`src/acc_pkg.sv`:
```
// constants and types for the analog comparator control block
`default_nettype none
package acc_pkg;

	// ==========================================================
	// bus geometry
	localparam int unsigned ADDR_W = 12;
	localparam int unsigned DATA_W = 32;

	// ==========================================================
	// register indices, byte address is four times the index
	localparam logic [7:0] IDX_PERIPH_FLAGS = 8'h0c;
	localparam logic [7:0] IDX_CMP_CTRL = 8'h19;
	localparam logic [7:0] IDX_PIN_DIR = 8'h85;
	localparam logic [7:0] IDX_REF_CTRL = 8'h99;
	localparam logic [7:0] IDX_PORT_PINS = 8'h20;
	localparam logic [7:0] IDX_CMP_STATUS = 8'h21;
	localparam logic [11:0] ADDR_PERIPH_FLAGS = {2'b00, IDX_PERIPH_FLAGS, 2'b00};
	localparam logic [11:0] ADDR_CMP_CTRL = {2'b00, IDX_CMP_CTRL, 2'b00};
	localparam logic [11:0] ADDR_PIN_DIR = {2'b00, IDX_PIN_DIR, 2'b00};
	localparam logic [11:0] ADDR_REF_CTRL = {2'b00, IDX_REF_CTRL, 2'b00};
	localparam logic [11:0] ADDR_PORT_PINS = {2'b00, IDX_PORT_PINS, 2'b00};
	localparam logic [11:0] ADDR_CMP_STATUS = {2'b00, IDX_CMP_STATUS, 2'b00};

	// ==========================================================
	// field positions
	localparam int unsigned CMP_RESULT_BIT = 6;
	localparam int unsigned CMP_INVERT_BIT = 4;
	localparam int unsigned CMP_SWAP_BIT = 3;
	localparam int unsigned REF_POWER_BIT = 7;
	localparam int unsigned REF_RANGE_BIT = 5;
	localparam int unsigned FLAG_CHANGE_BIT = 3;
	localparam int unsigned STAT_VALID_BIT = 0;
	localparam int unsigned STAT_MISMATCH_BIT = 1;
	localparam int unsigned PIN_CMP_OUT = 2;

	// ==========================================================
	// reset values
	localparam logic [4:0] CMP_CTRL_RST = 5'h00;
	localparam logic [5:0] REF_CTRL_RST = 6'h00;
	localparam logic [5:0] PIN_DIR_RST = 6'h3f;
	localparam logic [5:0] PORT_LATCH_RST = 6'h00;

	// ==========================================================
	// mode_select encodings
	localparam logic [2:0] MODE_RESET = 3'h0;
	localparam logic [2:0] MODE_PIN_OUT = 3'h1;
	localparam logic [2:0] MODE_PIN = 3'h2;
	localparam logic [2:0] MODE_REF_OUT = 3'h3;
	localparam logic [2:0] MODE_REF = 3'h4;
	localparam logic [2:0] MODE_MUX_REF_OUT = 3'h5;
	localparam logic [2:0] MODE_MUX_REF = 3'h6;
	localparam logic [2:0] MODE_OFF = 3'h7;

	// ==========================================================
	// timing
	localparam int unsigned CLK_PERIOD_PS = 4000;
	localparam int unsigned SETTLE_TIME_NS = 10000;
	localparam int unsigned SETTLE_CYCLES =
		(SETTLE_TIME_NS * 1000 + CLK_PERIOD_PS - 1) / CLK_PERIOD_PS;
	localparam int unsigned SETTLE_W = 12;

	// ==========================================================
	// carriers
	typedef struct packed {
		logic output_invert;
		logic input_swap;
		logic [2:0] mode_select;
	} acc_cmp_ctrl_t;

	typedef struct packed {
		logic reference_power;
		logic reference_range;
		logic [3:0] reference_level;
	} acc_ref_ctrl_t;

	typedef struct packed {
		logic cmp_enable;
		logic use_reference;
		logic input_swap;
		logic ref_enable;
		logic ref_range;
		logic [3:0] ref_level;
	} acc_analog_t;

endpackage
`default_nettype wire

```
`src/acc_top.sv`:
```
// analog comparator control with apb register slave
//
// Operation
// RL1: unity polarity: high when positive exceeds negative
// RL2: output_invert bit 4 inverts reported result
// RL3: eight modes chosen by mode_select
// RL4: pin_direction sets each pin's direction
// RL5: result unreliable while settling after mode change
// RL6: software masks interrupts during mode change
// RL7: comparator_result readable, read only
// RL8: three modes drive result onto output_pin_two
// RL9: direction bit 2 enables output_pin_two driver
// RL10: analog input pins read zero
// RL11: reference feeds comparator in four modes
// RL12: 32 levels, 16 per range
// RL13: range 1 low ladder, 0 high ladder
// RL14: comparator and reference keep running asleep
// RL15: mode 111 off, reference_power clear off
// RL16: change event while asleep wakes device
// RL17: wake leaves control registers untouched
// RL18: reset gives mode 000, reference off
// RL19: reset mode: analog pins, all disabled
// RL20: software waits settling delays before use
// RL21: change sets flag; write zero clears, one sets
// RL22: mismatch re-sets flag until control accessed
// RL23: raw result synchronised before use; output_pin_two is driven from the unsynchronised raw result
//
// Chosen here: the APB interface to the registers.
`default_nettype none
module acc_top (
	// clock and reset
	input wire logic mclk_i,
	input wire logic resetn_i,
	// apb slave
	input wire logic psel_i,
	input wire logic penable_i,
	input wire logic pwrite_i,
	input wire logic [acc_pkg::ADDR_W-1:0] paddr_i,
	input wire logic [acc_pkg::DATA_W-1:0] pwdata_i,
	input wire logic [3:0] pstrb_i,
	output logic [acc_pkg::DATA_W-1:0] prdata_o,
	output logic pready_o,
	output logic pslverr_o,
	// analog front end
	input wire logic cmp_raw_i,
	output acc_pkg::acc_analog_t analog_o,
	// port pins
	input wire logic [5:0] pins_i,
	output logic [5:0] pins_o,
	output logic [5:0] pins_oe_o,
	// core power state
	input wire logic sleep_i,
	output logic wake_o
);

	// ==========================================================
	// reset release
	logic rst_s1;
	logic rst_n;

	always_ff @(posedge mclk_i or negedge resetn_i) begin
		if (!resetn_i) begin
			rst_s1 <= 1'b0;
			rst_n <= 1'b0;
		end else begin
			rst_s1 <= 1'b1;
			rst_n <= rst_s1;
		end
	end

	// ==========================================================
	// control state
	acc_pkg::acc_cmp_ctrl_t cmp_ctrl;
	acc_pkg::acc_ref_ctrl_t ref_ctrl;
	logic [5:0] port_latch;
	logic change_flag;
	logic last_read;
	logic [acc_pkg::SETTLE_W-1:0] settle_cnt;

	// ==========================================================
	// apb decode
	logic setup_ph;
	logic access_done;
	logic wr_en;
	logic hit_cmp;
	logic hit_ref;
	logic hit_dir;
	logic hit_flags;
	logic hit_port;
	logic hit_stat;
	logic mapped;
	logic [7:0] wbyte;

	assign setup_ph = psel_i && !penable_i;
	assign access_done = psel_i && penable_i && pready_o;
	assign wr_en = access_done && pwrite_i && pstrb_i[0] && !pslverr_o;
	assign wbyte = pwdata_i[7:0];
	assign hit_cmp = (paddr_i == acc_pkg::ADDR_CMP_CTRL);
	assign hit_ref = (paddr_i == acc_pkg::ADDR_REF_CTRL);
	assign hit_dir = (paddr_i == acc_pkg::ADDR_PIN_DIR);
	assign hit_flags = (paddr_i == acc_pkg::ADDR_PERIPH_FLAGS);
	assign hit_port = (paddr_i == acc_pkg::ADDR_PORT_PINS);
	assign hit_stat = (paddr_i == acc_pkg::ADDR_CMP_STATUS);
	assign mapped = hit_cmp | hit_ref | hit_dir | hit_flags | hit_port | hit_stat;

	// ==========================================================
	// comparator result synchroniser
	logic cmp_s1;
	logic cmp_s2;
	logic cmp_s3;
	logic cmp_sync;

	always_ff @(posedge mclk_i or negedge rst_n) begin
		if (!rst_n) begin
			cmp_s1 <= 1'b0;
			cmp_s2 <= 1'b0;
			cmp_s3 <= 1'b0;
			cmp_sync <= 1'b0;
		end else begin
			cmp_s1 <= cmp_raw_i; // RL23
			cmp_s2 <= cmp_s1;
			cmp_s3 <= cmp_s2;
			if (cmp_s2 == cmp_s3) begin
				cmp_sync <= cmp_s3; // RL23
			end
		end
	end

	// ==========================================================
	// pin input synchronisers
	logic [5:0] pin_s1;
	logic [5:0] pin_s2;
	logic [5:0] pin_s3;
	logic [5:0] pin_sync;

	genvar gi;
	generate
		for (gi = 0; gi < 6; gi++) begin : g_pin_sync
			always_ff @(posedge mclk_i or negedge rst_n) begin
				if (!rst_n) begin
					pin_s1[gi] <= 1'b0;
					pin_s2[gi] <= 1'b0;
					pin_s3[gi] <= 1'b0;
					pin_sync[gi] <= 1'b0;
				end else begin
					pin_s1[gi] <= pins_i[gi];
					pin_s2[gi] <= pin_s1[gi];
					pin_s3[gi] <= pin_s2[gi];
					if (pin_s2[gi] == pin_s3[gi]) begin
						pin_sync[gi] <= pin_s3[gi];
					end
				end
			end
		end
	endgenerate

	// ==========================================================
	// mode decode
	logic mode_on;
	logic mode_uses_ref;
	logic mode_has_out;
	logic [5:0] analog_mask;

	always_comb begin
		mode_on = 1'b1;
		mode_uses_ref = 1'b0;
		mode_has_out = 1'b0;
		analog_mask = 6'h03;
		case (cmp_ctrl.mode_select) // RL3
			acc_pkg::MODE_RESET: begin
				mode_on = 1'b0; // RL19
			end
			acc_pkg::MODE_PIN_OUT: begin
				mode_has_out = 1'b1; // RL8
			end
			acc_pkg::MODE_PIN: begin
				mode_has_out = 1'b0;
			end
			acc_pkg::MODE_REF_OUT: begin
				mode_uses_ref = 1'b1; // RL11
				mode_has_out = 1'b1; // RL8
				analog_mask = 6'h02;
			end
			acc_pkg::MODE_REF: begin
				mode_uses_ref = 1'b1; // RL11
				analog_mask = 6'h02;
			end
			acc_pkg::MODE_MUX_REF_OUT: begin
				mode_uses_ref = 1'b1; // RL11
				mode_has_out = 1'b1; // RL8
			end
			acc_pkg::MODE_MUX_REF: begin
				mode_uses_ref = 1'b1; // RL11
			end
			acc_pkg::MODE_OFF: begin
				mode_on = 1'b0; // RL15
				analog_mask = 6'h00;
			end
			default: begin
				mode_on = 1'b0;
			end
		endcase
	end

	// ==========================================================
	// reported result
	logic result_now;
	logic result_q;
	logic mismatch;
	logic settling;

	// high when positive input exceeds negative, optionally inverted
	assign result_now = mode_on && (cmp_sync ^ cmp_ctrl.output_invert); // RL1 RL2
	assign mismatch = (result_now != last_read); // RL22
	assign settling = (settle_cnt != '0); // RL5

	// ==========================================================
	// apb response
	logic [7:0] next_rbyte;

	always_comb begin
		next_rbyte = 8'h00;
		if (hit_cmp) begin
			next_rbyte[acc_pkg::CMP_RESULT_BIT] = result_now; // RL7
			next_rbyte[acc_pkg::CMP_INVERT_BIT] = cmp_ctrl.output_invert;
			next_rbyte[acc_pkg::CMP_SWAP_BIT] = cmp_ctrl.input_swap;
			next_rbyte[2:0] = cmp_ctrl.mode_select;
		end else if (hit_ref) begin
			next_rbyte[acc_pkg::REF_POWER_BIT] = ref_ctrl.reference_power;
			next_rbyte[acc_pkg::REF_RANGE_BIT] = ref_ctrl.reference_range;
			next_rbyte[3:0] = ref_ctrl.reference_level;
		end else if (hit_dir) begin
			next_rbyte[5:0] = ~pins_oe_o; // RL4
		end else if (hit_flags) begin
			next_rbyte[acc_pkg::FLAG_CHANGE_BIT] = change_flag;
		end else if (hit_port) begin
			next_rbyte[5:0] = pin_sync & ~analog_mask; // RL10
		end else if (hit_stat) begin
			next_rbyte[acc_pkg::STAT_VALID_BIT] = !settling;
			next_rbyte[acc_pkg::STAT_MISMATCH_BIT] = mismatch;
		end
	end

	always_ff @(posedge mclk_i or negedge rst_n) begin
		if (!rst_n) begin
			prdata_o <= 32'h0000_0000;
			pready_o <= 1'b0;
			pslverr_o <= 1'b0;
		end else begin
			pready_o <= setup_ph;
			if (setup_ph) begin
				prdata_o <= {24'h00_0000, next_rbyte};
				pslverr_o <= !mapped;
			end
		end
	end

	// ==========================================================
	// comparator_control, untouched by sleep or wake
	always_ff @(posedge mclk_i or negedge rst_n) begin
		if (!rst_n) begin
			cmp_ctrl <= acc_pkg::CMP_CTRL_RST; // RL18
		end else if (wr_en && hit_cmp) begin
			// result bit is not stored, writes cannot alter it
			cmp_ctrl.output_invert <= wbyte[acc_pkg::CMP_INVERT_BIT]; // RL2 RL7 RL17
			cmp_ctrl.input_swap <= wbyte[acc_pkg::CMP_SWAP_BIT];
			cmp_ctrl.mode_select <= wbyte[2:0]; // RL3
		end
	end

	// ==========================================================
	// reference_control
	always_ff @(posedge mclk_i or negedge rst_n) begin
		if (!rst_n) begin
			ref_ctrl <= acc_pkg::REF_CTRL_RST; // RL18
		end else if (wr_en && hit_ref) begin
			ref_ctrl.reference_power <= wbyte[acc_pkg::REF_POWER_BIT]; // RL15 RL17
			ref_ctrl.reference_range <= wbyte[acc_pkg::REF_RANGE_BIT]; // RL13
			ref_ctrl.reference_level <= wbyte[3:0]; // RL12
		end
	end

	// ==========================================================
	// pin direction and port latch
	always_ff @(posedge mclk_i or negedge rst_n) begin
		if (!rst_n) begin
			pins_oe_o <= ~acc_pkg::PIN_DIR_RST;
		end else if (wr_en && hit_dir) begin
			// cleared direction bit drives the pin
			pins_oe_o <= ~wbyte[5:0]; // RL4 RL9
		end
	end

	always_ff @(posedge mclk_i or negedge rst_n) begin
		if (!rst_n) begin
			port_latch <= acc_pkg::PORT_LATCH_RST;
		end else if (wr_en && hit_port) begin
			port_latch <= wbyte[5:0];
		end
	end

	// ==========================================================
	// pin outputs
	logic has_out_q;

	always_ff @(posedge mclk_i or negedge rst_n) begin
		if (!rst_n) begin
			has_out_q <= 1'b0;
		end else begin
			has_out_q <= mode_has_out;
		end
	end

	// output_pin_two carries the raw result, unsynchronised
	always_comb begin
		pins_o = port_latch;
		if (has_out_q) begin
			pins_o[acc_pkg::PIN_CMP_OUT] = cmp_raw_i ^ cmp_ctrl.output_invert; // RL8
		end
	end

	// ==========================================================
	// analog front end controls, independent of sleep
	always_ff @(posedge mclk_i or negedge rst_n) begin
		if (!rst_n) begin
			analog_o <= '0; // RL19
		end else begin
			analog_o.cmp_enable <= mode_on; // RL14 RL15
			analog_o.use_reference <= mode_uses_ref; // RL11
			analog_o.input_swap <= cmp_ctrl.input_swap;
			analog_o.ref_enable <= ref_ctrl.reference_power; // RL14 RL15
			analog_o.ref_range <= ref_ctrl.reference_range; // RL13
			analog_o.ref_level <= ref_ctrl.reference_level; // RL12
		end
	end

	// ==========================================================
	// settling window after mode or reference change
	logic settle_start;

	assign settle_start = wr_en && ((hit_cmp && wbyte[2:0] != cmp_ctrl.mode_select) || hit_ref);

	always_ff @(posedge mclk_i or negedge rst_n) begin
		if (!rst_n) begin
			settle_cnt <= '0;
		end else if (settle_start) begin
			settle_cnt <= acc_pkg::SETTLE_W'(acc_pkg::SETTLE_CYCLES); // RL5
		end else if (settling) begin
			settle_cnt <= settle_cnt - 1'b1;
		end
	end

	// ==========================================================
	// last-read result and change flag
	always_ff @(posedge mclk_i or negedge rst_n) begin
		if (!rst_n) begin
			last_read <= 1'b0;
		end else if (access_done && hit_cmp) begin
			last_read <= prdata_o[acc_pkg::CMP_RESULT_BIT]; // RL22
		end
	end

	logic flag_set;

	// spurious changes while settling are not flagged
	assign flag_set = mismatch && !settling; // RL21 RL22 RL6

	always_ff @(posedge mclk_i or negedge rst_n) begin
		if (!rst_n) begin
			change_flag <= 1'b0;
		end else if (wr_en && hit_flags) begin
			change_flag <= wbyte[acc_pkg::FLAG_CHANGE_BIT] | flag_set; // RL21
		end else if (flag_set) begin
			change_flag <= 1'b1; // RL22
		end
	end

	// ==========================================================
	// wake on change while asleep
	always_ff @(posedge mclk_i or negedge rst_n) begin
		if (!rst_n) begin
			result_q <= 1'b0;
			wake_o <= 1'b0;
		end else begin
			result_q <= result_now;
			wake_o <= sleep_i && mode_on && !settling && (result_now != result_q); // RL16
		end
	end

endmodule // acc_top
`default_nettype wire

```
`config.mk`:
```
export PLATFORM = sky130hd
export DESIGN_NAME = acc_top
export DESIGN_NICKNAME = d
export VERILOG_FILES = /design/src/acc_pkg.sv /design/src/acc_top.sv
export SDC_FILE = /design/constraint.sdc
export NUM_CORES = 1
export LEC_CHECK = 0
export BUFFER_PORTS_ARGS = -buffer_cell sky130_fd_sc_hd__clkbuf_2
export CAP_MARGIN = 20
export CORE_MARGIN = 10
export CORE_UTILIZATION = 46
export DETAILED_ROUTE_END_ITERATION = 12
export GPL_TIMING_DRIVEN = 0
export PLACE_DENSITY = 0.75
export SYNTH_ARGS = -nofsm -noshare
export SYNTH_HDL_FRONTEND = slang
export SYNTH_SLANG_ARGS = --single-unit
```
`constraint.sdc`:
```
create_clock -name mclk_i -period 2.5 [get_ports mclk_i]
set_input_delay 0.5 -clock mclk_i [delete_from_list [all_inputs] [get_ports mclk_i]]
set_output_delay 0.5 -clock mclk_i [all_outputs]
set_load 0.03 [all_outputs]
```
==> results of run 1 <==
==> power groups by stage <==
stage	combinational [mW]	sequential, mW	clock, mW
2_1_floorplan	0.137	1.56	0
3_3_place_gp	0.207	1.56	0
3_5_place_dp	0.239	1.54	0
4_1_cts	0.241	1.51	1.03
5_1_grt	0.266	1.52	1.09
6_report	0.241	1.51	1.02
==> synthesized netlist by cell type (all sizes together) (2+ instances only) <==
| master | count |
|---|---|
| conb | 2 |
| o32ai | 2 |
| a21oi | 13 |
| and2b | 2 |
| nand2b | 7 |
| maj3 | 7 |
| o31ai | 5 |
| nor2b | 3 |
| buf | 34 |
| xor2 | 9 |
| nor2 | 17 |
| nand3 | 8 |
| ha | 2 |
| nor4 | 6 |
| or3b | 4 |
| or2 | 2 |
| mux2i | 5 |
| nor3b | 2 |
| xnor2 | 7 |
| a211oi | 3 |
| inv | 5 |
| clkbuf | 8 |
| nand4 | 2 |
| a221oi | 2 |
| or4 | 2 |
| dfrtp | 89 |
| nor3 | 10 |
| a211o | 2 |
| or3 | 6 |
| mux2 | 18 |
| o21ai | 10 |
| nand2 | 23 |
==> flip-flops by register name, summed over array words and instances (netlist names), 5 cells and up <==
| register | cells |
|---|---|
| pin_s2 | 6 |
| ref_ctrl | 6 |
| port_latch | 6 |
| settle_cnt | 12 |
| pin_s3 | 6 |
| prdata_o | 8 |
| analog_o | 9 |
| pins_oe_o | 6 |
| pin_s1 | 6 |
| pin_sync | 6 |
| cmp_ctrl | 5 |
==> worst register-to-register path: cells and delay by family, from the launching register on <==
family / cells / cell delay [ns]
flip-flops: 1 / 0.36
multiplexers: 1 / 0.44
AND/OR/NAND/NOR: 3 / 1.02
==> worst max path at each step <==
| stage | from | to | slack (ns) | depth (start not counted) |
|---|---|---|---|---|
| 6_report | paddr_i[11] | ref_ctrl[5]$_DFFE_PN0P_ | 0.36 | 6 |
| 5_1_grt | paddr_i[11] | ref_ctrl[5]$_DFFE_PN0P_ | 0.30 | 6 |
| 4_1_cts | paddr_i[11] | ref_ctrl[5]$_DFFE_PN0P_ | 0.40 | 6 |
| 3_5_place_dp | paddr_i[11] | ref_ctrl[5]$_DFFE_PN0P_ | 0.04 | 6 |
| 3_3_place_gp | paddr_i[11] | ref_ctrl[4]$_DFFE_PN0P_ | 0.07 | 6 |
| 2_1_floorplan | paddr_i[11] | cmp_ctrl[0]$_DFFE_PN0P_ | 0.55 | 5 |
==> through the flow <==
stage	instance area [um^2]	hold WS, ns
6_report	4670	0.187
5_1_grt	4670	0.201
4_1_cts	4670	0.196
3_5_place_dp	4460	0.187
3_3_place_gp	4430	0.286
2_1_floorplan	3980	0.204
==> layout make-up <==
cell class	count	share of cell area, %
well taps	105	2.81
multi-input cells	217	31.1
repair buffers	65	7.55
clock buffers	10	2.73
inverters	6	0.482
plain buffers	42	6.00
flip-flops and latches	89	47.7
clock inverters	6	1.63
==> kinds of logic (layout without fill, tap and decap cells) <==
family                     count (synthesis)  after routing  synth area share, %
adders and majority gates                  9              9                 2.44
buffers and inverters                     48            129                 7.77
DFF                                       89             89                 57.2
other                                      2             25                0.193
muxes                                     23             23                 6.49
AOI/OAI and AO/OA                         45             45                 7.52
xor gates and xnor gates                  16             16                 3.60
and+or+nand+nor                           99             99                 14.8
==> routing by layer <==
layer / GRT usage [%] / vias to the layer above / share of wire, %
li1: - / 1295 / -
met3: 5.86 / 14 / 8.8
met2: 22.1 / 91 / 48
met1: 17.2 / 1314 / 42
met4: 3.30 / 0 / 1.2
met5: 0 / - / 0
==> reports/metrics.cfg, run 1 <==
[min_path]
hp-class = reg2async

[detailed_routing]
drc = 0
ant_nets = 0
vias_per_cell = 5.03
wirelength_mm = 8.59
first_pass_iters = 4
wl_per_cell_um = 15.9
vias = 2714
first_iter_violations = 280

[worst_setup_path]
cp_cell_sequence = clkbuf_2 -> nor4_4 -> nand2_1 -> nor2_1 -> nand3_1 -> mux2_1
rr_worst_depth = 4
path_class = in2reg
cp-end-kind = register
cp_slowest_cell = mux2_1
r2r_slack_ns = 0.55
path_delay_family = simple AND/OR/NAND/NOR gates
path_buf_inv = 1
cp_slowest_stage_delay_ns = 0.44
crit_required_ns = 2.74
cp_data_arrival_time_ns = 2.38
r2r_end = ref_ctrl[5]$_DFFE_PN0P_
worstPathMaxFanout = 6
start_kind = primary input
reg2reg_from = pready_o$_DFF_PN0_

[yosys]
synthCells = 331
avgSynthCellArea_um2 = 11.8
synth.yosys.seq_area_share_pct = 57.2
ys_ff_latch = 89
ys_types = 59
synth_top_area_share_pct = 57.2
synthTopCellsByArea = dfrtp_1, buf_4, mux2_1, nand2_1, xor2_1
ys.flop_type = dfrtp_1
ys_warn_count = 0
synth_edf_count = 0
synthArstFlopShare_pct = 100
yosysTopAreaCell = dfrtp_1
synth.cell_area_um2 = 3890

[run]
maxCapViolCount = 0

[sta]
worst_slack_ns = 0.360
finalCritPeriodShare_pct = 85.6
hold_viol = 0
fmax_ghz = 0.467
fin_skew_ns = 0.00963
layout_min_cycle_time_ns = 2.14
tns_ns = 0
maxSlewHeadroom_pct = 64.8
finalMaxSlewViolations = 0
setup_viol = 0
rsz0062_at_grt = false
worst_slew_pin_slew_ns = 0.528

[power]
vdd_drop_max_mv = 0.361
power.switching_uw = 721
sw_frac_of_total_pct = 26.0
power.internal_mw = 2.05
p_leak_nw = 2.28
power_frac_seq_pct = 54.6
pwr-share-clk_pct = 36.7
combPwrFrac_pct = 8.7
power.density_nw_per_um2 = 593
power_mw = 2.77

[layout]
antenna_cells = 0
ff_latch_area_um2 = 2230
layout_commonest_cell = dfrtp_1
areaGrowthSynthToFinish_pct = 20.0
final_util_pct = 56.9
fill_cells = 709
final_cell_mix = dfrtp_1, clkbuf_2, buf_4
layout-drive-gt1-share_pct = 29.0
final_net_count = 493
final_cells = 540
multi_input_area_um2 = 1450

[grt]
grt_max_degree = 74
antenna_found_initial = 0
grt_pass1_vias = 2849
grt.total_usage_pct = 13.9
grt_overflow = 0
grt_pass1_wl_mm = 14.5

[placed_design]
hpwl_mm = 6.44
globalplace.congestion = 0.915
dp_cells = 523
dp_slack_ns = 0.0435
portBuffers = 63

[die]
num_rows = 33
die_w_um = 112
die_y_um = 112
initial_core_util_pct = 47.4
core_area_um2 = 8220
io-pin-count = 117
die_area_um2 = 12500

[clock_tree]
holdBufCountCts = 1
clkSinkCount = 89
cts_setup_buffers = 0
cts-root-buf = clkbuf_8
clock_latency_ns = 0.36
htreeDepth = 3
clkSlewWorstSetupHoldPaths_ns = 0.09
cts_buffers = 9
ctsResizeCount = 0
clockBufferDepth = 2
cts_tree = built

[outcome]
outcome = complete, no violations

Note: power is estimated with default switching activity, not from simulation.
==> inputs of run 2 (changes only) <==
--- a/config.mk
+++ b/config.mk
@@ -11,7 +11,7 @@
 export CORE_UTILIZATION = 46
 export DETAILED_ROUTE_END_ITERATION = 12
 export GPL_TIMING_DRIVEN = 0
-export PLACE_DENSITY = 0.75
+export PLACE_DENSITY = 0.72
 export SYNTH_ARGS = -nofsm -noshare
 export SYNTH_HDL_FRONTEND = slang
 export SYNTH_SLANG_ARGS = --single-unit
==> run 2 against run 1 <==
Sequential power barely moved; hold slack better by 0.053 ns; worst setup slack worse by 0.013 ns; total power down 1.4%; clock power decreased by 4%; combinational power decreased by 2%.
==> reports/metrics.cfg, run 2 (same netlist as run 1, synthesis figures left out) <==
[outcome]
outcome = complete, no violations

[placed_design]
portBuffers = 63  ; unchanged
globalplace.congestion = 0.892  ; -2.5%
dp_cells = 523  ; unchanged
hpwl_mm = 6.59  ; +2.3%

[sta]
hold_viol = 0  ; unchanged
finalCritPeriodShare_pct = 86.1  ; +0.51 points
worst_slew_pin_slew_ns = 0.573  ; +0.0444 ns
whs_ns = 0.240  ; +0.0534 ns
layout_min_cycle_time_ns = 2.15  ; +0.0128 ns
maxSlewHeadroom_pct = 61.8  ; -3.0 points
fin_skew_ns = 0.00650  ; -0.00313 ns
fmax_ghz = 0.465  ; -0.59%
setup_viol = 0  ; unchanged
rsz0062_at_grt = false
finalMaxSlewViolations = 0  ; unchanged

[layout]
ff_latch_area_um2 = 2230  ; unchanged
antenna_cells = 0  ; unchanged
multi_input_area_um2 = 1450  ; unchanged
areaGrowthSynthToFinish_pct = 19.8
largest_reg_flops = 12  ; unchanged
final_cells = 540  ; unchanged
top_register = settle_cnt
top_regs = settle_cnt: 12 flops, analog_o: 9 flops, prdata_o: 8 flops
final_cell_mix = dfrtp_1, clkbuf_2, buf_4
fill_cells = 720  ; +1.6%
final_net_count = 493  ; unchanged
layout_commonest_cell = dfrtp_1
layout-drive-gt1-share_pct = 29.2  ; +0.23 points
final_util_pct = 56.8  ; -0.11 points

[grt]
grt_pass1_vias = 2801  ; -1.7%
grt_overflow = 0  ; unchanged
antenna_found_initial = 0  ; unchanged
grt_pass1_wl_mm = 14.3  ; -1.2%
grt_max_degree = 53  ; -28%
grt.total_usage_pct = 14.0  ; +0.067 points

[die]
die_area_um2 = 12500  ; unchanged
core_area_um2 = 8220  ; unchanged
io-pin-count = 117  ; unchanged
initial_core_util_pct = 47.4  ; unchanged
die_y_um = 112  ; unchanged
die_w_um = 112  ; unchanged
num_rows = 33  ; unchanged

[clock_tree]
clkSinkCount = 89  ; unchanged
cts-root-buf = clkbuf_8
cts_tree = built
clockBufferDepth = 2  ; unchanged
clock_latency_ns = 0.36  ; about the same
ctsResizeCount = 0  ; unchanged
htreeDepth = 3  ; unchanged
holdBufCountCts = 1  ; unchanged
cts_buffers = 9  ; unchanged
cts_setup_buffers = 0  ; unchanged
clkSlewWorstSetupHoldPaths_ns = 0.10  ; about the same

[power]
power_mw = 2.73  ; -1.4%
p_leak_nw = 2.28  ; about the same
power.density_nw_per_um2 = 586  ; -1.2%
vdd_drop_max_mv = 0.360  ; -0.24%

[detailed_routing]
vias = 2654  ; -2.2%
first_pass_iters = 4  ; unchanged
vias_per_cell = 4.91  ; -2.2%
first_iter_violations = 103  ; -63%
ant_nets = 0  ; unchanged
wl_per_cell_um = 16.1  ; +1.1%
drc = 0  ; unchanged
wirelength_mm = 8.68  ; +1.1%

[worst_setup_path]
rr_worst_depth = 7  ; +3
worstPathMaxFanout = 6  ; unchanged
start_kind = primary input
r2r_slack_ns = 0.55  ; about the same
cp_data_arrival_time_ns = 2.40  ; +0.02 ns
cp_slowest_stage_delay_ns = 0.46  ; +0.02 ns
cp-end-kind = register
path_class = in2reg
cp_cell_sequence = clkbuf_2 -> nor4_4 -> nand2_1 -> nor2_1 -> nand3_1 -> mux2_1
cp_slowest_cell = mux2_1
crit_required_ns = 2.74  ; about the same

[min_path]
hp-class = in2reg
whs_path_depth = 1

[run]
maxCapViolCount = 0  ; unchanged

-- run 2: area by class of cell --
type                    instances  area share (%)
plain buffers                  42            6.01
clock buffers                  10            2.95
clock inverters                 6            1.23
inverters                       6           0.483
multi-input cells             217            31.1
flip-flops and latches         89            47.8
well taps                     105            2.82
repair buffers                 65            7.56
-- run 2: path summary, 6_finish.rpt --
check,from,end
worst min register to register,rst_n$_DFF_PN0_,has_out_q$_DFF_PN0_
max in group asynchronous,rst_n$_DFF_PN0_,settle_cnt[9]$_DFFE_PN0P_
worst min-delay path,pins_i[3],pin_s1[3]$_DFF_PN0_
min in group asynchronous,rst_n$_DFF_PN0_,has_out_q$_DFF_PN0_
worst max register to register,settle_cnt[0]$_DFFE_PN0P_,settle_cnt[8]$_DFFE_PN0P_
worst max-delay path,paddr_i[11],ref_ctrl[5]$_DFFE_PN0P_
-- run 2: report_power, final --
| group | switching, mW | leakage [nW] | internal (mW) |
|---|---|---|---|
| Combinational | 0.148 | 1.05 | 0.0873 |
| Sequential | 0.0363 | 1.13 | 1.48 |
| Clock | 0.564 | 0.102 | 0.415 |
| Total | 0.748 | 2.28 | 1.98 |
-- run 2: per-stage QoR --
step	setup WS [ns]	cell area, um^2	TNS (ns)
after CTS	0.325	4660	0
after global routing	0.213	4660	0
final	0.347	4660	0
after global placement	-0.0123	4430	-0.0222
after detailed placement	-0.0637	4460	-0.102
after floorplan	0.548	3980	0
-- run 2: critical path: cells and delay by family --
kind          cells  cell delay [ns]
mux               1             0.46
buf+inv           1             0.10
simple gates      4             1.34
-- run 2: per-layer routing --
layer  routed length [um]  up-vias  global-route usage (%)
met5                    0        -                       0
met4                   97        0                    4.31
met3                  643        7                    4.63
met2                 4230       85                    23.0
met1                 3710     1259                    17.0
li1                     -     1303                       -
